[src/uac_core_defs.vh]
// constants for the asynchronous serial core
// Function
// - external pin clock divided by 16 gives bitrate
// - start, 7/8 data, optional parity, 1/2 stops
// - 7-bit mode: bit7 ignored, read as zero
// - even parity generated and checked
// - odd parity generated and checked
// - zero parity sent, never checked
// - no parity: none sent, none checked
// - write to tx shift register starts frame
// - tx done request after last bit shifted
// - tx done sets pollable pending flag
// - receive enable gates sampling on bit clock
// - low line, half bit, recheck, accept start
// - reception ends after one stop bit
// - frame end loads buffer, raises rx done
// - clearing receive enable aborts without effects
// - parity, framing, overrun flags after reception
// - buffer read or next frame clears flags
// - late receive disable: buffer kept/updated, no irq
// - parity field 00 none 01 zero 10 odd 11 even
`ifndef UAC_CORE_DEFS_VH
`define UAC_CORE_DEFS_VH
`define UAC_OFS_MODE     5'h00
`define UAC_OFS_ERR      5'h04
`define UAC_OFS_BAUD     5'h08
`define UAC_OFS_TXS      5'h0c
`define UAC_OFS_RXB      5'h10
`define UAC_OFS_PEND     5'h14
`define UAC_MODE_RST     8'h00
`define UAC_BAUD_RST     8'h00
`define UAC_BAUD_EXT     8'h80
`define UAC_TXE_BIT      7
`define UAC_RXE_BIT      6
`define UAC_PS_HI_BIT    5
`define UAC_PS_LO_BIT    4
`define UAC_CL_BIT       3
`define UAC_SL_BIT       2
`define UAC_PAR_NONE     2'b00
`define UAC_PAR_ZERO     2'b01
`define UAC_PAR_ODD      2'b10
`define UAC_PAR_EVEN     2'b11
`define UAC_ERR_PE_BIT   2
`define UAC_ERR_FE_BIT   1
`define UAC_ERR_OVE_BIT  0
`define UAC_PEND_TX_BIT  0
`define UAC_TICKS_BIT    4'hf
`define UAC_TICKS_HALF   3'h7
`endif

[src/uac_core.v]
// asynchronous serial transmit/receive core with avalon-mm register slave
`timescale 1ns/1ps
`default_nettype none
`include "uac_core_defs.vh"
module uac_core (
   input  wire        core_clk_in,
   input  wire        reset_in,
   input  wire [4:0]  avs_address_in,
   input  wire        avs_read_in,
   input  wire        avs_write_in,
   input  wire [31:0] avs_writedata_in,
   output wire [31:0] avs_readdata_out,
   output wire        avs_waitrequest_out,
   input  wire        ext_baud_clock_pin_in,
   input  wire        serial_rx_line_in,
   output wire        serial_tx_out,
   output wire        tx_done_irq_out,
   output wire        rx_done_irq_out
);
   localparam RX_IDLE  = 3'd0;
   localparam RX_START = 3'd1;
   localparam RX_DATA  = 3'd2;
   localparam RX_PAR   = 3'd3;
   localparam RX_STOP  = 3'd4;
   localparam RX_FIN   = 3'd5;

   // parity bit for a character under the given mode
   function par_bit;
      input [7:0] data;
      input [1:0] ps;
      begin
         case (ps)
            `UAC_PAR_EVEN: par_bit = ^data;
            `UAC_PAR_ODD:  par_bit = ~(^data);
            default:       par_bit = 1'b0;
         endcase
      end
   endfunction

   reg  [7:0]  mode_q;
   reg  [7:0]  baud_q;
   reg  [7:0]  txs_q;
   reg  [7:0]  rxb_q;
   reg  [2:0]  err_q;
   reg         unread_q;
   reg         tx_pend_q;
   reg  [31:0] rdata_q;
   reg         wait_q;
   reg  [2:0]  pin_sync_q;
   reg  [1:0]  rx_sync_q;
   reg  [3:0]  tx_tick_q;
   reg  [3:0]  tx_left_q;
   reg  [11:0] tx_frame_q;
   reg         tx_busy_q;
   reg         tx_line_q;
   reg         tx_irq_q;
   reg  [2:0]  rx_state_q;
   reg  [3:0]  rx_tick_q;
   reg  [3:0]  rx_bit_q;
   reg  [7:0]  rx_shift_q;
   reg         rx_par_q;
   reg         rx_irq_q;

   wire        txe      = mode_q[`UAC_TXE_BIT];
   wire        rxe      = mode_q[`UAC_RXE_BIT];
   wire [1:0]  ps       = {mode_q[`UAC_PS_HI_BIT], mode_q[`UAC_PS_LO_BIT]};
   wire        cl8      = mode_q[`UAC_CL_BIT];
   wire        sl2      = mode_q[`UAC_SL_BIT];
   wire        ext_sel  = (baud_q == `UAC_BAUD_EXT);
   // one tick per rising edge of the pin: sixteen ticks make one bit
   wire        tick     = ext_sel & pin_sync_q[1] & ~pin_sync_q[2];
   wire        rx_in    = rx_sync_q[1];
   wire        req      = avs_read_in | avs_write_in;
   // first cycle only raises the answer; effects wait for waitrequest low
   wire        ans      = req & wait_q;
   wire        acc      = req & ~wait_q;
   wire        wr_mode  = acc & avs_write_in & (avs_address_in == `UAC_OFS_MODE);
   wire        wr_baud  = acc & avs_write_in & (avs_address_in == `UAC_OFS_BAUD);
   wire        wr_txs   = acc & avs_write_in & (avs_address_in == `UAC_OFS_TXS);
   wire        wr_pend  = acc & avs_write_in & (avs_address_in == `UAC_OFS_PEND);
   wire        rd_rxb   = acc & avs_read_in & (avs_address_in == `UAC_OFS_RXB);
   wire        rx_done  = (rx_state_q == RX_STOP) & tick & (rx_tick_q == `UAC_TICKS_BIT);
   wire [7:0]  rx_data  = cl8 ? rx_shift_q : {1'b0, rx_shift_q[7:1]};
   wire [7:0]  tx_data  = cl8 ? avs_writedata_in[7:0] : {1'b0, avs_writedata_in[6:0]};
   wire        tx_par_on = (ps != `UAC_PAR_NONE);
   wire        tx_done  = tx_busy_q & tick & (tx_tick_q == `UAC_TICKS_BIT) & (tx_left_q == 4'h1);
   reg  [31:0] rdata_d;
   reg  [11:0] tx_frame_d;
   reg  [3:0]  tx_len_d;

   // pin and line synchronisers; the line is read at the second stage, the pin edge from the second and third
   always @(posedge core_clk_in) begin
      if (reset_in) begin
         pin_sync_q <= 3'h0;
         rx_sync_q  <= 2'h3;
      end else begin
         pin_sync_q <= {pin_sync_q[1:0], ext_baud_clock_pin_in};
         rx_sync_q  <= {rx_sync_q[0], serial_rx_line_in};
      end
   end

   // bus slave: one wait cycle, then the answer for one cycle
   always @* begin
      rdata_d = 32'h0;
      case (avs_address_in)
         `UAC_OFS_MODE: rdata_d = {24'h0, mode_q};
         `UAC_OFS_ERR:  rdata_d = {29'h0, err_q};
         `UAC_OFS_BAUD: rdata_d = {24'h0, baud_q};
         `UAC_OFS_TXS:  rdata_d = {24'h0, txs_q};
         `UAC_OFS_RXB:  rdata_d = {24'h0, rxb_q};
         `UAC_OFS_PEND: rdata_d = {31'h0, tx_pend_q};
         default:       rdata_d = 32'h0;
      endcase
   end

   always @(posedge core_clk_in) begin
      if (reset_in) begin
         wait_q  <= 1'b1;
         rdata_q <= 32'h0;
         mode_q  <= `UAC_MODE_RST;
         baud_q  <= `UAC_BAUD_RST;
      end else begin
         wait_q <= ~ans;
         if (ans & avs_read_in)
            rdata_q <= rdata_d;
         // low two bits are fixed at zero; mode changes mid-frame are on software
         if (wr_mode)
            mode_q <= {avs_writedata_in[7:2], 2'b00};
         if (wr_baud)
            baud_q <= {avs_writedata_in[7:4], 4'h0};
      end
   end

   // transmit frame builder: lsb first, start bit in bit 0
   always @* begin
      tx_frame_d = 12'hfff;
      tx_len_d   = 4'h0;
      if (cl8) begin
         tx_frame_d[8:0] = {tx_data, 1'b0};
         if (tx_par_on)
            tx_frame_d[9] = par_bit(tx_data, ps);
         tx_len_d = 4'h9;
      end else begin
         tx_frame_d[7:0] = {tx_data[6:0], 1'b0};
         if (tx_par_on)
            tx_frame_d[8] = par_bit(tx_data, ps);
         tx_len_d = 4'h8;
      end
      tx_len_d = tx_len_d + (tx_par_on ? 4'h1 : 4'h0) + (sl2 ? 4'h2 : 4'h1);
   end

   always @(posedge core_clk_in) begin
      if (reset_in) begin
         txs_q      <= 8'hff;
         tx_busy_q  <= 1'b0;
         tx_tick_q  <= 4'h0;
         tx_left_q  <= 4'h0;
         tx_frame_q <= 12'hfff;
         tx_line_q  <= 1'b1;
         tx_irq_q   <= 1'b0;
         tx_pend_q  <= 1'b0;
      end else begin
         tx_irq_q <= tx_done;
         if (wr_txs)
            txs_q <= avs_writedata_in[7:0];
         if (~txe) begin
            // disabling aborts the frame and idles the line
            tx_busy_q <= 1'b0;
            tx_line_q <= 1'b1;
         end else if (wr_txs & ~tx_busy_q) begin
            tx_busy_q  <= 1'b1;
            tx_frame_q <= tx_frame_d;
            tx_left_q  <= tx_len_d;
            tx_tick_q  <= 4'h0;
            tx_line_q  <= 1'b0;
         end else if (tx_busy_q & tick) begin
            tx_tick_q <= tx_tick_q + 4'h1;
            if (tx_tick_q == `UAC_TICKS_BIT) begin
               tx_frame_q <= {1'b1, tx_frame_q[11:1]};
               tx_left_q  <= tx_left_q - 4'h1;
               tx_line_q  <= tx_frame_q[1];
               if (tx_left_q == 4'h1) begin
                  tx_busy_q <= 1'b0;
                  tx_line_q <= 1'b1;
               end
            end
         end
         // set wins over a clear in the same cycle
         if (tx_done)
            tx_pend_q <= 1'b1;
         else if (wr_pend & avs_writedata_in[`UAC_PEND_TX_BIT])
            tx_pend_q <= 1'b0;
      end
   end

   // receiver
   always @(posedge core_clk_in) begin
      if (reset_in) begin
         rx_state_q <= RX_IDLE;
         rx_tick_q  <= 4'h0;
         rx_bit_q   <= 4'h0;
         rx_shift_q <= 8'h0;
         rx_par_q   <= 1'b0;
         rx_irq_q   <= 1'b0;
      end else begin
         rx_irq_q <= 1'b0;
         if (~rxe) begin
            rx_state_q <= RX_IDLE;
         end else begin
            case (rx_state_q)
               RX_IDLE: begin
                  rx_tick_q <= 4'h0;
                  if (tick & ~rx_in)
                     rx_state_q <= RX_START;
               end
               RX_START: if (tick) begin
                  rx_tick_q <= rx_tick_q + 4'h1;
                  if (rx_tick_q[2:0] == `UAC_TICKS_HALF) begin
                     rx_tick_q <= 4'h0;
                     rx_bit_q  <= 4'h0;
                     rx_par_q  <= 1'b0;
                     rx_state_q <= rx_in ? RX_IDLE : RX_DATA;
                  end
               end
               RX_DATA: if (tick) begin
                  rx_tick_q <= rx_tick_q + 4'h1;
                  if (rx_tick_q == `UAC_TICKS_BIT) begin
                     rx_shift_q <= {rx_in, rx_shift_q[7:1]};
                     rx_par_q   <= rx_par_q ^ rx_in;
                     rx_bit_q   <= rx_bit_q + 4'h1;
                     if (rx_bit_q == (cl8 ? 4'h7 : 4'h6))
                        rx_state_q <= (ps == `UAC_PAR_NONE) ? RX_STOP : RX_PAR;
                  end
               end
               RX_PAR: if (tick) begin
                  rx_tick_q <= rx_tick_q + 4'h1;
                  if (rx_tick_q == `UAC_TICKS_BIT) begin
                     rx_par_q   <= rx_par_q ^ rx_in;
                     rx_state_q <= RX_STOP;
                  end
               end
               RX_STOP: if (tick) begin
                  rx_tick_q <= rx_tick_q + 4'h1;
                  if (rx_tick_q == `UAC_TICKS_BIT) begin
                     // one stop bit ends the frame even with two configured
                     rx_state_q <= RX_FIN;
                  end
               end
               RX_FIN: if (tick) begin
                  // buffer already updated; irq only if still enabled here
                  rx_irq_q   <= 1'b1;
                  rx_state_q <= RX_IDLE;
               end
               default: rx_state_q <= RX_IDLE;
            endcase
         end
      end
   end

   // buffer and error status: frame completion wins over a read in the same cycle
   always @(posedge core_clk_in) begin
      if (reset_in) begin
         rxb_q    <= 8'h0;
         err_q    <= 3'h0;
         unread_q <= 1'b0;
      end else if (rx_done & rxe) begin
         rxb_q    <= rx_data;
         unread_q <= 1'b1;
         err_q[`UAC_ERR_PE_BIT]  <= ((ps == `UAC_PAR_EVEN) & rx_par_q) |
                                    ((ps == `UAC_PAR_ODD) & ~rx_par_q);
         err_q[`UAC_ERR_FE_BIT]  <= ~rx_in;
         err_q[`UAC_ERR_OVE_BIT] <= unread_q & ~rd_rxb;
      end else if (rd_rxb) begin
         err_q    <= 3'h0;
         unread_q <= 1'b0;
      end
   end

   assign avs_readdata_out    = rdata_q;
   assign avs_waitrequest_out = wait_q;
   assign serial_tx_out       = tx_line_q;
   assign tx_done_irq_out     = tx_irq_q;
   assign rx_done_irq_out     = rx_irq_q;
endmodule
`default_nettype wire

[config.mk]
export PLATFORM = sky130hd
export DESIGN_NAME = uac_core
export DESIGN_NICKNAME = d
export VERILOG_FILES = /design/src/uac_core.v
export VERILOG_INCLUDE_DIRS = /design/src
export SDC_FILE = /design/constraint.sdc
export NUM_CORES = 1
export LEC_CHECK = 0
export BUFFER_PORTS_ARGS = -buffer_cell sky130_fd_sc_hd__buf_2
export CORE_ASPECT_RATIO = 0.5
export CORE_MARGIN = 2
export CORE_UTILIZATION = 32
export CTS_CLUSTER_SIZE = 16
export DETAILED_ROUTE_END_ITERATION = 8
export PLACE_DENSITY = 0.56
export SKIP_LAST_GASP = 1
export SLEW_MARGIN = 20
export SYNTH_ARGS = -nofsm -noshare
export SYNTH_HDL_FRONTEND = slang
export SYNTH_SLANG_ARGS = --single-unit
[constraint.sdc]
create_clock -name core_clk_in -period 2.85 [get_ports core_clk_in]
set_input_delay 0.57 -clock core_clk_in [delete_from_list [all_inputs] [get_ports core_clk_in]]
set_output_delay 0.57 -clock core_clk_in [all_outputs]
set_load 0.01 [all_outputs]
==> impl_summary.log <==
INFO  metric synth_xor_xnor_area_share = under 10%
INFO  metric maxCapViolCount = 0
INFO  metric power.share.switching = 21.8%
INFO  metric endpoint_type_of_the_worst_setup_path = flop
INFO  metric grtUsageMet2 = 21.8%
INFO  metric run_status = complete, no violations
INFO  metric place.detailed.hpwl = 6850 microns
INFO  metric finalCriticalPeriod = 2.24 ns
INFO  metric synth_top_area_share = between 40% and 50%
INFO  metric largest_family_of_logic_cells_by_synthesized_area = simple AND/OR/NAND/NOR gates
INFO  metric totalWireLength = 9640 microns
INFO  metric timing.final.max_slew_violations = 0
INFO  metric cts_hold_buffers = 0
INFO  metric critPathMaxStageDelay = 0.58 ns
INFO  metric number_of_global_route_vias_before_repair = ~3.2k
INFO  metric critical_path.startpoint_type = flop
INFO  metric seq_area_frac_synth = 40.1%
INFO  metric die_height = 85.9 microns
INFO  metric grt_util_met1 = 18.8%
INFO  metric antenna_found_initial = 0
INFO  metric cts_tree = done
INFO  metric drive_gt1_share = 13.8%
INFO  metric worst-endpoint-arrival = 2.47 ns
INFO  metric syn-mean-instance-area = 8.45 sq um
INFO  metric insertedDiodeCount = 0
INFO  metric cts_num_sinks = between 80 and 90
INFO  metric critPathRequiredTime = 3.08 ns
INFO  metric hold_path_class = reg2reg
INFO  metric ctsResizeCount = 0
INFO  metric gr-total-overflow = 0
INFO  metric worstPathMaxFanout = 6
INFO  metric synth_mux_area_share = 8.48%
INFO  metric finalSetupTns = 0 ns
INFO  metric final_hold_viol_count = 0
INFO  metric rsz0062_at_grt = no
INFO  metric wire_length_of_the_first_global_routing_pass = 15,900 microns
INFO  metric detail_route.vias_per_cell = 4.96
INFO  metric final_nets = 582
INFO  metric synthArstFlopShare = 0%
INFO  metric ir_worst_vdd = 0.268 mV
INFO  metric post_cts_buffers = 0
INFO  metric flops_latches_synth = between 80 and 90
INFO  metric die_area = 14,400 sq um
INFO  metric setup_viol_count_final = 0
INFO  metric core_area = ~13,000 sq um
INFO  metric ys_types = 63
INFO  metric intPower = approximately 0.002 W
INFO  metric ys.warnings.count = 0
INFO  metric clock-skew-final = 0.00686 ns
INFO  metric numPortBuffers = 30
INFO  metric path_clk_slew = 0.06 ns
INFO  metric routed_wirelength_normalized_by_instance_count = 13.7 microns
INFO  metric combined_flip_flop_and_latch_cell_area = 1720 sq um
INFO  metric fin_crit_sh = between 70% and 80%
INFO  metric floorplan.initialDensity = 33.3%
INFO  metric top_level_ports = 79
INFO  metric drcViolationCount = 0
INFO  metric clock.fmax = 446 MHz
INFO  metric max_slew.worst_pin.slew = 0.675 ns
INFO  metric synth_top_flop_cell = sky130_fd_sc_hd__dfxtp_1
INFO  metric insertion_delay = 0.34 ns
INFO  metric yosys.area.top_type = sky130_fd_sc_hd__dfxtp_1
INFO  metric grt_start_max_net_pins = 61
INFO  metric cts-root-to-sink-buffers = 2
INFO  metric htree_levels = 3
INFO  metric place_congestion = 0.777
INFO  metric count_of_flip_flops_with_a_built_in_enable_after_synthesis = 0
INFO  metric global_route.peak_usage_layer = met2
INFO  metric arithmetic_cell_share_of_the_synthesized_area_counting_full_adders_half_adders_and_majority_gates = 2.77%
INFO  metric fill_cells = 1,328
INFO  metric synth.cell_area = 4290 sq um
INFO  metric power_density_normalized_to_cell_area = 521 nW/um^2
INFO  metric worst_path_most_repeated_cell = sky130_fd_sc_hd__nor2_1
INFO  metric complex_gate_fraction_of_the_synthesized_area = between 15 and 20%
INFO  metric p_comb_share = 4.9%
INFO  metric grt.total_usage = 13.9%
INFO  metric die_x = 168 microns
INFO  metric netlist_top_cells_area = sky130_fd_sc_hd__dfxtp_1, sky130_fd_sc_hd__mux2i_1, sky130_fd_sc_hd__nor2_1
INFO  metric post-route-worst-setup-slack = 0.610 ns
INFO  metric criticalPathCategory = reg2reg
INFO  metric worst_hold_slack = about 0.41 ns
INFO  metric cts_made_buffers = 9
INFO  metric cts_root_buf = sky130_fd_sc_hd__clkbuf_16
INFO  metric placementRows = 29
INFO  metric clockPowerShare = 47.0%
INFO  metric drt-initial-drc-count = 254
INFO  metric multi_input_comb_area = 2330 sq um
INFO  metric ant_nets = 0
INFO  metric synth_simple_gate_area_share = 22.7%
INFO  metric worst_path_max_delay_cell = sky130_fd_sc_hd__or4b_4
INFO  metric num_vias = 3,504
INFO  metric globalRouteMet3Util = 3.83%
INFO  metric net-switching-power = 0.000548 W
INFO  metric postSynthCellCount = 508
INFO  metric seqPwrFrac = 48.1%
INFO  metric cellLeakagePower = around 2 nW
INFO  metric worst_slew_margin_rel = 54.7%
INFO  metric place_worst_setup_slack = ~0.29 ns
INFO  metric first_pass_iters = 5
INFO  metric layout-area-overhead-vs-synth = 12.7%
INFO  metric crit_path_cell_trace = or4b_4, nor3b_2, buf_4, o221ai_1, nor2_1, mux2i_1, nor2_1
-- logic make-up after synthesis --
logic type / after synthesis
simple gates: 201
xor+xnor: 13
flops: 86
mux: 36
compound gates: 99
other cells: 1
buf+inv: 63
fa+ha+maj: 9
-- flip-flops by register name, indices dropped and copies added (netlist names), 2 cells and up --
name	cells
mode_q	6
txs_q	8
tx_left_q	4
pin_sync_q	3
rx_shift_q	8
rxb_q	8
err_q	3
rx_sync_q	2
tx_frame_q	9
rx_tick_q	4
rx_state_q	3
baud_q	4
avs_readdata_out	8
tx_tick_q	4
rx_bit_q	4
-- synth_stat cells (all sizes together), types with 4 or more instances --
cell type and n:
a22oi 9, nand2 51, ha 7, nand3 15
or2 4, nor2b 5, o21ai 16, buf 26
a21oi 35, dfxtp 86, mux2i 33, xor2 4
inv 11, a22o 8, nor2 85, xnor2 8
o211ai 4, nor3 10, nand4 5, nand3b 4
clkbuf 26, o311ai 7
-- final timing paths --
kind	startpoint	to	slack, ns	depth (start not counted)
setup / recovery	baud_q[4]	rx_state_q[1]	0.61	7
hold / removal	rx_sync_q[0]	rx_sync_q[1]	0.41	1
setup reg to reg	baud_q[4]	rx_state_q[1]	0.61	7
hold reg to reg	rx_sync_q[0]	rx_sync_q[1]	0.41	1
-- routing by layer --
metal	vias up	wire, microns	part of all wire (%)
met5	-	0	0
met4	0	66	0.68
met3	6	423	4.4
met2	71	4100	43
met1	1652	5050	52
li1	1775	-	-
-- power groups by stage --
stage / registers [W] / clock network, W / logic, W
5_1_grt: 0.00121 / 0.00127 / 0.000136
3_3_place_gp: 0.00124 / 0 / 0.000123
4_1_cts: 0.00121 / 0.00121 / 0.000122
6_report: 0.00121 / 0.00118 / 0.000123
2_1_floorplan: 0.00124 / 0 / 0.000102
3_5_place_dp: 0.00124 / 0 / 0.000122
-- final cells by class --
| type | instances | area share, % |
|---|---|---|
| timing repair buffer | 41 | 4.81 |
| tap | 170 | 4.40 |
| multi-input combinational | 382 | 48.1 |
| sequential | 86 | 35.6 |
| clock buffer | 12 | 5.30 |
| clock inverter | 4 | 0.931 |
| inverter | 11 | 0.853 |
-- layout by cell type, fill, tap and decap left out, types with 5 or more instances in the layout --
| master | Yosys | routed |
|---|---|---|
| sky130_fd_sc_hd__inv_1 | 11 | 11 |
| sky130_fd_sc_hd__nand2_1 | 51 | 51 |
| sky130_fd_sc_hd__a22oi_1 | 9 | 9 |
| sky130_fd_sc_hd__nand4_1 | 5 | 5 |
| sky130_fd_sc_hd__nor3_1 | 7 | 7 |
| sky130_fd_sc_hd__o311ai_0 | 7 | 7 |
| sky130_fd_sc_hd__a22o_1 | 8 | 8 |
| sky130_fd_sc_hd__ha_1 | 7 | 7 |
| sky130_fd_sc_hd__mux2i_1 | 33 | 33 |
| sky130_fd_sc_hd__nand3_1 | 15 | 15 |
| sky130_fd_sc_hd__clkbuf_16 | 0 | 9 |
| sky130_fd_sc_hd__dfxtp_1 | 86 | 86 |
| sky130_fd_sc_hd__o21ai_0 | 15 | 15 |
| sky130_fd_sc_hd__nor2b_1 | 5 | 5 |
| sky130_fd_sc_hd__buf_4 | 24 | 11 |
| sky130_fd_sc_hd__buf_2 | 2 | 30 |
| sky130_fd_sc_hd__xnor2_1 | 8 | 8 |
| sky130_fd_sc_hd__conb_1 | 1 | 24 |
| sky130_fd_sc_hd__a21oi_1 | 35 | 35 |
| sky130_fd_sc_hd__nor2_1 | 85 | 85 |
-- per-stage QoR --
step                      cell area (sq um)  utilization [%]  total power [W]  instances
after CTS                              4840             37.6          0.00255        706
after floorplan                        4380                -          0.00134        531
after global routing                   4840             37.6          0.00261        706
after global placement                 4540             35.2          0.00136        690
final                                  4840             37.6          0.00252        706
after detailed placement               4540             35.2          0.00136        690
-- critical path, delay by kind of cell (launching register included) --
kind            cells  cell delay (ns)
simple gates        4             1.23
flops               1             0.32
buf+inv             1             0.21
mux                 1             0.20
compound gates      1             0.18
Note: power is estimated with default switching activity, not from simulation.
